`config.mk`:
```
export PLATFORM = sky130hd
export DESIGN_NAME = bam_monitor
export DESIGN_NICKNAME = d
export VERILOG_FILES = /design/src/verilog/bam_pkg.sv /design/src/verilog/bam_step_if.sv /design/src/verilog/bam_bit_eval.sv /design/src/verilog/bam_monitor.sv
export VERILOG_INCLUDE_DIRS = /design/src /design/src/verilog
export SDC_FILE = /design/constraint.sdc
export NUM_CORES = 1
export LEC_CHECK = 0
export ABC_AREA = 1
export BUFFER_PORTS_ARGS = -buffer_cell sky130_fd_sc_hd__buf_4
export CAP_MARGIN = 10
export CORE_MARGIN = 2
export CORE_UTILIZATION = 61
export DETAILED_ROUTE_END_ITERATION = 8
export GPL_ROUTABILITY_DRIVEN = 0
export PLACE_DENSITY = 0.93
export SYNTH_ARGS = -nofsm -noshare
export SYNTH_HDL_FRONTEND = slang
export SYNTH_HIERARCHICAL = 1
export SYNTH_SLANG_ARGS = --single-unit
```
`constraint.sdc`:
```
create_clock -name clk -period 9.97 [get_ports clk]
set_clock_uncertainty 0.15 [all_clocks]
set_input_delay 1.994 -clock clk [delete_from_list [all_inputs] [get_ports clk]]
set_output_delay 1.994 -clock clk [all_outputs]
set_load 0.03 [all_outputs]
```
`src/verilog/bam_consts.svh`:
```
`ifndef BAM_CONSTS_SVH
`define BAM_CONSTS_SVH

// Register offsets (byte addresses, one word each)
`define BAM_REG_CTRL 8'h00
`define BAM_REG_EQUIP 8'h04
`define BAM_REG_BIT0 8'h08
`define BAM_REG_BIT1 8'h0c
`define BAM_REG_ROT 8'h10
`define BAM_REG_LIMIT 8'h14
// Control fields
`define BAM_CTRL_SELFTEST 0
`define BAM_CTRL_EQUIP_EVAL 1
`define BAM_CTRL_ANT_EN 2
`define BAM_CTRL_PHASED 3
`define BAM_CTRL_RST 32'h0000_0004
// Supply readings in millivolts, signed 16 bit
`define BAM_P5_MV 16'sd5000
`define BAM_N5_MV -16'sd5000
`define BAM_P15_MV 16'sd15000
`define BAM_N15_MV -16'sd15000
`define BAM_TOL5_MV 16'sd250
`define BAM_TOL15_MV 16'sd500
// Temperature window, whole degrees C, signed 8 bit
`define BAM_TEMP_MIN 8'sd0
`define BAM_TEMP_MAX 8'sd65
// Rotation window in rev per minute
`define BAM_RPM_MIN 4
`define BAM_RPM_MAX 15
// Pulse ratio targets
`define BAM_RATIO_LO 4096
`define BAM_RATIO_HI 16384
`define BAM_RATIO_TOL 2
`define BAM_LATCH_MIN 2
// Timing
`define BAM_CLK_HZ 100000000
// Error limit: 1e-4 means one error per 10000 bits
`define BAM_BER_DEN 10000
`endif

```
`src/verilog/bam_pkg.sv`:
```
package bam_pkg;
  typedef enum logic [1:0] {
    BAM_IDLE,
    BAM_RUN,
    BAM_DONE
  } bam_state_e;
  // One full set of test results for a reply generator
  typedef struct packed {
    logic delta_upconverter;
    logic omni_upconverter;
    logic sum_upconverter;
    logic target_level_attenuator;
    logic sum_omni_ratio;
    logic delta_sum_ratio_attenuator;
    logic aux_delta_sum_attenuator;
    logic phase_mod;
    logic pulse_amplitude_modulator;
    logic load_bad;
    logic ber_reply;
    logic ber_inter;
    logic cal_flash;
    logic prog_rom;
  } bam_bit_s;
endpackage

```
`src/verilog/bam_step_if.sv`:
```
// Step results of one reply generator toward the evaluator
interface bam_step_if;
  logic [4:0] dlt_up_ok;
  logic [4:0] omni_up_ok;
  logic [4:0] sum_up_ok;
  logic [8:0] tlvl_ok;
  logic [5:0] so_ok;
  logic [7:0] dsr_ok;
  logic [5:0] aux_ok;
  logic phase_ok;
  logic ampl_ok;
  modport src(output dlt_up_ok, omni_up_ok, sum_up_ok, tlvl_ok, so_ok,
    dsr_ok, aux_ok, phase_ok, ampl_ok);
  modport eval(input dlt_up_ok, omni_up_ok, sum_up_ok, tlvl_ok, so_ok,
    dsr_ok, aux_ok, phase_ok, ampl_ok);
endinterface
```
`src/verilog/bam_bit_eval.sv`:
```
`include "bam_consts.svh"
// Folds per-step attenuator and modulator results into failure flags
module bam_bit_eval
  import bam_pkg::*;
(
  input wire logic clk,
  input wire logic rst,
  input wire logic load,
  bam_step_if.eval st,
  input wire logic load_bad,
  input wire logic ber_reply_fail,
  input wire logic ber_inter_fail,
  input wire logic cal_sum_bad,
  input wire logic prog_sum_bad,
  output bam_bit_s flags
);
  bam_bit_s next_flags;
  assign next_flags.delta_upconverter = ~&st.dlt_up_ok;
  assign next_flags.omni_upconverter = ~&st.omni_up_ok;
  assign next_flags.sum_upconverter = ~&st.sum_up_ok;
  assign next_flags.target_level_attenuator = ~&st.tlvl_ok;
  assign next_flags.sum_omni_ratio = ~&st.so_ok;
  assign next_flags.delta_sum_ratio_attenuator = ~&st.dsr_ok;
  assign next_flags.aux_delta_sum_attenuator = ~&st.aux_ok;
  assign next_flags.phase_mod = ~st.phase_ok;
  assign next_flags.pulse_amplitude_modulator = ~st.ampl_ok;
  assign next_flags.load_bad = load_bad;
  assign next_flags.ber_reply = ber_reply_fail;
  assign next_flags.ber_inter = ber_inter_fail;
  assign next_flags.cal_flash = cal_sum_bad;
  assign next_flags.prog_rom = prog_sum_bad;

  always_ff @(posedge clk or posedge rst) begin
    if (rst) begin
      flags <= '0;
    end else if (load) begin
      flags <= next_flags;
    end
  end
endmodule

```
`src/verilog/bam_monitor.sv`:
```
`include "bam_consts.svh"
// Overview of operation
// - Every indicator is one bit; zero is good, one is a fault.
// - Power alarm when any of four supply readings leaves tolerance.
// - Temperature alarm outside 0 to 65 degrees C.
// - Calibration alarm when sum temperature compensation fails; nonblocking.
// - Rotation alarm when rotation rate leaves 4 to 15 rev per minute.
// - Generator alarm unless 4096 or 16384 change pulses per rev, within 2.
// - Phased array source needs two latch pulses per second, else alarm.
// - Rotation alarm drives combined antenna alarm.
// - Pulse generator alarm drives combined antenna alarm.
// - Antenna alarms disabled never block normal operation.
// - Two reply generators each keep a full set of test flags.
// - Five steps checked per upconverter; any bad step sets its flag.
// - Nine target level steps checked; any bad step fails.
// - Six sum to omni steps checked; any bad step fails.
// - Delta to sum steps checked; any bad step fails.
// - Aux delta to sum six steps checked; any bad step fails.
// - Phase modulator and amplitude modulator each get a flag.
// - Load failure flag when logic pattern download fails.
// - Reply loop error rate test fails above one in ten thousand.
// - Interrogation loop error rate test fails above one in ten thousand.
// - Calibration sector checksum mismatch sets its flag.
// - Program sector checksum mismatch sets its flag.
// - Five volt rails within 0.25 V, fifteen volt within 0.5 V.
// - Self test request runs full sequence, updates flags at completion.
module bam_monitor
  import bam_pkg::*;
#(
  parameter int unsigned SEC_CYCLES = `BAM_CLK_HZ,
  parameter int unsigned BIT_CYCLES = 16,
  parameter int unsigned NUM_GEN = 2
)
(
  input wire logic clk,
  input wire logic rst,
  input wire logic [7:0] addr,
  input wire logic [31:0] wdata,
  input wire logic wr,
  input wire logic rd,
  output logic [31:0] rdata,
  input wire logic signed [15:0] p5_mv,
  input wire logic signed [15:0] n5_mv,
  input wire logic signed [15:0] p15_mv,
  input wire logic signed [15:0] n15_mv,
  input wire logic signed [7:0] temp_c,
  input wire logic comp_fail,
  input wire logic azimuth_change_pulse,
  input wire logic azimuth_reference_pulse,
  input wire logic latch_pulse,
  input wire logic [5*2-1:0] dlt_up_ok,
  input wire logic [5*2-1:0] omni_up_ok,
  input wire logic [5*2-1:0] sum_up_ok,
  input wire logic [9*2-1:0] tlvl_ok,
  input wire logic [6*2-1:0] so_ok,
  input wire logic [8*2-1:0] dsr_ok,
  input wire logic [6*2-1:0] aux_ok,
  input wire logic [1:0] phase_ok,
  input wire logic [1:0] ampl_ok,
  input wire logic [1:0] reply_bit_err,
  input wire logic inter_bit_err,
  input wire logic load_bad,
  input wire logic cal_sum_bad,
  input wire logic prog_sum_bad,
  output logic power_alarm,
  output logic temp_alarm,
  output logic cal_alarm,
  output logic rotation_rate_alarm,
  output logic pgen_alarm,
  output logic combined_antenna_alarm,
  output logic test_busy
);
  // ************************************************************
  // Control register
  // ************************************************************
  logic [31:0] ctrl;
  logic start_pulse;
  logic equip_pulse;
  wire ant_en = ctrl[`BAM_CTRL_ANT_EN];
  wire phased = ctrl[`BAM_CTRL_PHASED];
  wire wr_ctrl = wr && (addr == `BAM_REG_CTRL);

  // Strobe bits self clear; enable and source bits stay
  always_ff @(posedge clk or posedge rst) begin
    if (rst) begin
      ctrl <= `BAM_CTRL_RST;
      start_pulse <= 1'b0;
      equip_pulse <= 1'b0;
    end else begin
      start_pulse <= wr_ctrl && wdata[`BAM_CTRL_SELFTEST];
      equip_pulse <= wr_ctrl && wdata[`BAM_CTRL_EQUIP_EVAL];
      if (wr_ctrl) begin
        ctrl <= {28'h0, wdata[3:2], 2'b00};
      end
    end
  end

  // ************************************************************
  // Equipment alarms
  // ************************************************************
  function automatic logic out_tol(input logic signed [15:0] v,
      input logic signed [15:0] nom, input logic signed [15:0] tol);
    out_tol = (v > nom + tol) || (v < nom - tol);
  endfunction
  wire next_power = out_tol(p5_mv, `BAM_P5_MV, `BAM_TOL5_MV) ||
    out_tol(n5_mv, `BAM_N5_MV, `BAM_TOL5_MV) ||
    out_tol(p15_mv, `BAM_P15_MV, `BAM_TOL15_MV) ||
    out_tol(n15_mv, `BAM_N15_MV, `BAM_TOL15_MV);
  wire next_temp = (temp_c < `BAM_TEMP_MIN) || (temp_c > `BAM_TEMP_MAX);

  always_ff @(posedge clk or posedge rst) begin
    if (rst) begin
      power_alarm <= 1'b0;
      temp_alarm <= 1'b0;
      cal_alarm <= 1'b0;
    end else if (equip_pulse) begin
      power_alarm <= next_power;
      temp_alarm <= next_temp;
      cal_alarm <= comp_fail;
    end
  end

  // ************************************************************
  // Antenna pulse monitor
  // ************************************************************
  localparam longint unsigned MIN_CYC = longint'(SEC_CYCLES) * 60;
  localparam longint unsigned REV_MAX = MIN_CYC / `BAM_RPM_MIN;
  localparam longint unsigned REV_MIN = MIN_CYC / `BAM_RPM_MAX;
  localparam int PW = $clog2(REV_MAX + 2);
  localparam logic [PW-1:0] REV_MAX_C = PW'(REV_MAX);
  localparam logic [PW-1:0] REV_MIN_C = PW'(REV_MIN);
  localparam int SW = $clog2(SEC_CYCLES + 1);
  localparam logic [SW-1:0] SEC_C = SW'(SEC_CYCLES - 1);
  logic [PW-1:0] rev_cnt;
  logic [15:0] chg_cnt;
  logic [SW-1:0] sec_cnt;
  logic [1:0] latch_cnt;
  logic rot_bad;
  logic ratio_bad;
  logic latch_bad;
  logic ref_seen;
  wire rev_over = rev_cnt >= REV_MAX_C;
  wire sec_end = sec_cnt == SEC_C;
  wire ratio_ok =
    (chg_cnt >= 16'(`BAM_RATIO_LO - `BAM_RATIO_TOL) &&
     chg_cnt <= 16'(`BAM_RATIO_LO + `BAM_RATIO_TOL)) ||
    (chg_cnt >= 16'(`BAM_RATIO_HI - `BAM_RATIO_TOL) &&
     chg_cnt <= 16'(`BAM_RATIO_HI + `BAM_RATIO_TOL));
  wire [15:0] chg_inc = (chg_cnt == 16'hffff) ? chg_cnt : chg_cnt + 16'h1;

  always_ff @(posedge clk or posedge rst) begin
    if (rst) begin
      rev_cnt <= '0;
      chg_cnt <= '0;
      rot_bad <= 1'b0;
      ratio_bad <= 1'b0;
      ref_seen <= 1'b0;
    end else if (azimuth_reference_pulse) begin
      rev_cnt <= '0;
      chg_cnt <= '0;
      ref_seen <= 1'b1;
      if (ref_seen) begin
        rot_bad <= (rev_cnt < REV_MIN_C) || rev_over;
        ratio_bad <= !ratio_ok;
      end
    end else begin
      // Stalled antenna is caught without waiting for a reference
      if (rev_over) begin
        rot_bad <= 1'b1;
      end else begin
        rev_cnt <= rev_cnt + PW'(1);
      end
      if (azimuth_change_pulse) begin
        chg_cnt <= chg_inc;
      end
    end
  end

  always_ff @(posedge clk or posedge rst) begin
    if (rst) begin
      sec_cnt <= '0;
      latch_cnt <= '0;
      latch_bad <= 1'b0;
    end else if (sec_end) begin
      sec_cnt <= '0;
      latch_cnt <= '0;
      latch_bad <= phased && (latch_cnt < 2'(`BAM_LATCH_MIN));
    end else begin
      sec_cnt <= sec_cnt + SW'(1);
      if (latch_pulse && latch_cnt != 2'b11) begin
        latch_cnt <= latch_cnt + 2'b01;
      end
    end
  end

  // Disable masks only the combined alarm
  always_ff @(posedge clk or posedge rst) begin
    if (rst) begin
      rotation_rate_alarm <= 1'b0;
      pgen_alarm <= 1'b0;
      combined_antenna_alarm <= 1'b0;
    end else begin
      rotation_rate_alarm <= rot_bad;
      pgen_alarm <= ratio_bad || latch_bad;
      combined_antenna_alarm <= ant_en && (rot_bad || ratio_bad || latch_bad);
    end
  end

  // ************************************************************
  // Built-in test sequence
  // ************************************************************
  localparam int BW = 16;
  localparam int unsigned BER_BITS = `BAM_BER_DEN;
  bam_state_e state;
  bam_state_e next_state;
  logic [BW-1:0] bit_cnt;
  logic [BW-1:0] inter_err;
  logic [BW-1:0] reply_err [NUM_GEN];
  logic seq_done;
  wire bit_last = bit_cnt == BW'(BIT_CYCLES - 1);
  wire inter_fail = inter_err > BW'(BIT_CYCLES / BER_BITS);

  always_comb begin
    next_state = state;
    case (state)
      BAM_IDLE: next_state = start_pulse ? BAM_RUN : BAM_IDLE;
      BAM_RUN: next_state = bit_last ? BAM_DONE : BAM_RUN;
      BAM_DONE: next_state = BAM_IDLE;
      default: next_state = BAM_IDLE;
    endcase
    if (start_pulse) begin
      next_state = BAM_RUN;
    end
  end

  always_ff @(posedge clk or posedge rst) begin
    if (rst) begin
      state <= BAM_IDLE;
      bit_cnt <= '0;
      inter_err <= '0;
      seq_done <= 1'b0;
      test_busy <= 1'b0;
    end else begin
      state <= next_state;
      seq_done <= (state == BAM_DONE);
      test_busy <= (next_state != BAM_IDLE);
      if (start_pulse) begin
        bit_cnt <= '0;
        inter_err <= '0;
      end else if (state == BAM_RUN) begin
        bit_cnt <= bit_cnt + BW'(1);
        if (inter_bit_err) begin
          inter_err <= inter_err + BW'(1);
        end
      end
    end
  end

  bam_bit_s flags [NUM_GEN];
  generate
    for (genvar g = 0; g < NUM_GEN; g++) begin : gen_rg
      bam_step_if st();
      assign st.dlt_up_ok = dlt_up_ok[g*5 +: 5];
      assign st.omni_up_ok = omni_up_ok[g*5 +: 5];
      assign st.sum_up_ok = sum_up_ok[g*5 +: 5];
      assign st.tlvl_ok = tlvl_ok[g*9 +: 9];
      assign st.so_ok = so_ok[g*6 +: 6];
      assign st.dsr_ok = dsr_ok[g*8 +: 8];
      assign st.aux_ok = aux_ok[g*6 +: 6];
      assign st.phase_ok = phase_ok[g];
      assign st.ampl_ok = ampl_ok[g];
      always_ff @(posedge clk or posedge rst) begin
        if (rst) begin
          reply_err[g] <= '0;
        end else if (start_pulse) begin
          reply_err[g] <= '0;
        end else if (state == BAM_RUN && reply_bit_err[g]) begin
          reply_err[g] <= reply_err[g] + BW'(1);
        end
      end
      bam_bit_eval u_eval (
        .clk(clk),
        .rst(rst),
        .load(seq_done),
        .st(st),
        .load_bad(load_bad),
        .ber_reply_fail(reply_err[g] > BW'(BIT_CYCLES / BER_BITS)),
        .ber_inter_fail(inter_fail),
        .cal_sum_bad(cal_sum_bad),
        .prog_sum_bad(prog_sum_bad),
        .flags(flags[g])
      );
    end
  endgenerate

  // ************************************************************
  // Register read
  // ************************************************************
  // One bit per indicator
  wire [31:0] equip_word = {26'h0, combined_antenna_alarm, pgen_alarm,
    rotation_rate_alarm, cal_alarm, temp_alarm, power_alarm};
  wire [31:0] rd_mux =
    (addr == `BAM_REG_CTRL) ? {ctrl[31:5], test_busy, ctrl[3:0]} :
    (addr == `BAM_REG_EQUIP) ? equip_word :
    (addr == `BAM_REG_BIT0) ? {18'h0, flags[0]} :
    (addr == `BAM_REG_BIT1 && NUM_GEN > 1) ? {18'h0, flags[NUM_GEN-1]} :
    (addr == `BAM_REG_ROT) ? {16'h0, chg_cnt} :
    (addr == `BAM_REG_LIMIT) ? {14'h0, latch_cnt, inter_err} :
    32'h0;

  always_ff @(posedge clk or posedge rst) begin
    if (rst) begin
      rdata <= '0;
    end else begin
      rdata <= rd ? rd_mux : 32'h0;
    end
  end
endmodule

```
==> impl_metrics.py <==
metrics = {
    "floorplanning": {
        "ios": 257,
        "rows": 52,
        "start_util_pct": 62.6,
        "die_w_um": 149,
        "core_area_mm2": 0.0204,
        "die_h_um": 149,
        "dieArea_mm2": 0.0221,
    },
    "yosys": {
        "synth_top_area_share_pct": 39.7,
        "yosysWarnings": 6,
        "synth.cell_area_mm2": 0.0128,
        "ys_async_sr_fraction_pct": 100,
        "syn_inst": 1878,
        "syn_avg_cell_area_um2": 6.81,
        "yosysTopAreaCell": "dfrtp_1",
        "yosysSeqAreaShare_pct": 39.9,
        "synth_enable_flop_cells": 0,
        "synth_area_leaders": "dfrtp_1 (40%), nand2_1 (15%), nor2_1 (8.7%)",
        "ys_ff_latch": 204,
        "ys_types": 43,
        "synth_top_flop_cell": "dfrtp_1",
    },
    "clock_tree": {
        "cts_buffer_depth": 3,
        "ctsHoldBuffers": 0,
        "clockRootBuffer": "clkbuf_16",
        "cts_tree": "done",
        "postCtsSetupBuffers": 0,
        "cts.sinks": 204,
        "cts_resized": 0,
        "cts_inserted_buffers": 23,
        "htreeDepth": 1,
        "clkLatencyLatePin_ns": 0.51,
        "clkTransAtPathRegs_ns": 0.06,
    },
    "critical_path": {
        "cp.arrival_ns": 4.07,
        "cp_max_fo": 15,
        "cp_top_family": "simple AND/OR/NAND/NOR gates",
        "cp.required_ns": 10.21,
        "critPathBufInv": 2,
        "cp-end-kind": "register",
        "worstSetupStartpointType": "input port",
        "path_common_cell": "nand2_1",
        "cp_cell_sequence": "buf_4 > nor2_4 > nand2_1 > nor2_2 > nand2_1 > inv_1 > nor2_2 > nand2_1 > nand2_1 > o21ai_0 > nor2_1",
        "crit_slowest_cell": "nor2_2",
        "critical_path_class": "in -> reg",
        "slowest_delay_ns": 0.52,
    },
    "power": {
        "p_total_w": 0.00195,
        "power.leakage_nw": 7.39,
        "power_density_mw_per_mm2": 128,
        "vdd_ir_drop_max_mv": 0.0851,
    },
    "drt": {
        "first_pass_iters": 6,
        "num_vias": 13600,
        "drtIter0Drc": 1624,
        "wl_um": 36500,
        "routedWlPerCell_um": 15.5,
        "ant_nets": 0,
        "viasPerCell": 5.74,
        "drc": 0,
    },
    "timing": {
        "drv_slew": 0,
        "fmax_ghz": 0.261,
        "fin_tns_setup_ns": 0,
        "relSlewSlack_pct": 31.3,
        "rsz0062_at_grt": "false",
        "timing_worst_slew_pin_value_ns": 1.03,
        "hold_ws_ns": 0.258,
        "hold_viol": 0,
        "timing.final.crit_share_pct": 38.4,
        "fin_crit_ns": 3.83,
        "setup_viol": 0,
    },
    "job": {
        "cap_viol_max_count": 0,
    },
    "grt": {
        "grt_pass1_vias": 12800,
        "grt_usage_pct": 32.8,
        "grt_max_degree": 96,
        "antenna_found_initial": 0,
        "grt_pass1_wl_um": 59500,
        "grt_overflow": 0,
    },
    "finish": {
        "layout.nets": 2306,
        "drive_above_1_share_pct": 13.9,
        "synthToLayoutAreaGrowth_pct": 19.1,
        "diodes": 0,
        "postLayoutCoreUtil_pct": 74.5,
    },
    "place": {
        "portBuffers": 213,
        "dp_hpwl_um": 26000,
    },
    "status": {
        "status": "complete, no violations",
    },
    "worst_hold_path": {
        "hold_path.class": "reg -> reg",
    },
}
-- cell usage after synthesis, types with 5 or more instances --
cell and instances:
a21oi_1 46, buf_2 17, buf_4 15, clkbuf_1 18, clkinv_1 5, dfrtp_1 203
ha_1 13, inv_1 221, inv_2 5, nand2_1 516, nand3_1 180, nand4_1 59
nor2_1 296, nor2_2 5, nor3_1 65, nor4_1 12, o211ai_1 15, o21a_1 7
o21ai_0 77, o21ai_1 5, or2_2 8, xnor2_1 22, xor2_1 25
-- where the power goes --
part | leakage [nW] | internal [W] | switching, W | total [W]
sequential | 2.66 | 0.000850 | 0.0000259 | 0.000876
clock | 0.383 | 0.000524 | 0.000341 | 0.000865
combinational | 4.35 | 0.0000924 | 0.000118 | 0.000210
-- cell usage in the layout, fill, tap and decap left out, types with 3 or more instances in the layout --
cell type,n
nand2_1,516
nor2_1,296
inv_1,220
buf_4,217
dfrtp_1,203
nand3_1,180
o21ai_0,77
nor3_1,65
nand4_1,59
a21oi_1,46
xor2_1,25
clkbuf_16,23
xnor2_1,22
o211ai_1,15
conb_1,14
ha_1,13
nor4_1,12
or2_2,8
o21a_1,7
clkinv_2,6
nor2_2,5
clkinv_1,5
inv_2,5
o21ai_1,5
nor2_4,4
nor3_2,4
or2_1,4
nor3b_1,3
a31oi_1,3
clkbuf_8,3
clkbuf_1,3
bufinv_16,3
-- worst register-to-register path, stage by stage (launching register included) --
cell     delay [ns]
dfrtp_1        0.46
nand2_1        0.20
nor2_1         0.10
nand2_1        0.08
nor2_1         0.04
nand2_1        0.09
nand3_2        0.60
nand2_2        0.72
nand2_1        0.14
nand2_1        0.09
-- state kept, by name, indices dropped and copies added, names as in the netlist, 16 cells and up --
name and count:
rev_cnt 31, chg_cnt 16, rdata 18, gen_rg.u_eval/flags 28
sec_cnt 27, inter_err 16, bit_cnt 16, reply_err 32
-- per-stage QoR --
step / instances / cell area (um2) / setup WS (ns)
after CTS: 2361 / 15200 / 6.26
after detailed placement: 2320 / 14500 / 5.75
after floorplan: 1891 / 12800 / 3.05
after global routing: 2361 / 15200 / 5.95
after global placement: 2320 / 14500 / 5.86
final: 2361 / 15200 / 6.14
-- worst paths after layout --
path | startpoint | endpoint | slack [ns] | cells past startpoint
max in group asynchronous | rst | bit_cnt[2] | 6.63 | 3
max | addr[1] | rdata[5] | 6.14 | 11
min in group asynchronous | rst | gen_rg[0].u_eval/flags[12] | 1.43 | 2
min reg2reg | rot_bad | rotation_rate_alarm | 0.26 | 0
min | rot_bad | rotation_rate_alarm | 0.26 | 0
max reg2reg | rev_cnt[28] | rev_cnt[12] | 7.26 | 9
-- area by class of cell --
type / count / area (um2)
well taps: 270 / 338
flip-flops and latches: 204 / 5110
fillers: 1508 / 5200
multi-input cells: 1398 / 6510
inverters: 231 / 872
repair buffers: 217 / 1630
clock inverters: 12 / 145
clock buffers: 29 / 628
-- metal layers --
metal / up-vias / global-route usage (%) / wire length, um
met4: 0 / 15.5 / 1790
met1: 6210 / 38.7 / 13400
met3: 159 / 6.24 / 3650
met5: - / 0 / 0
met2: 805 / 58.0 / 17700
li1: 6378 / - / -
-- cell families after synthesis --
logic type | synth area share [%]
fa+ha+maj | 1.27
buf+inv | 9.50
simple gates | 39.0
xor+xnor | 3.22
compound gates | 6.82
flops | 39.9
mux | 0.176
other cells | 0.0293
Power figures use the tool's default switching activity.
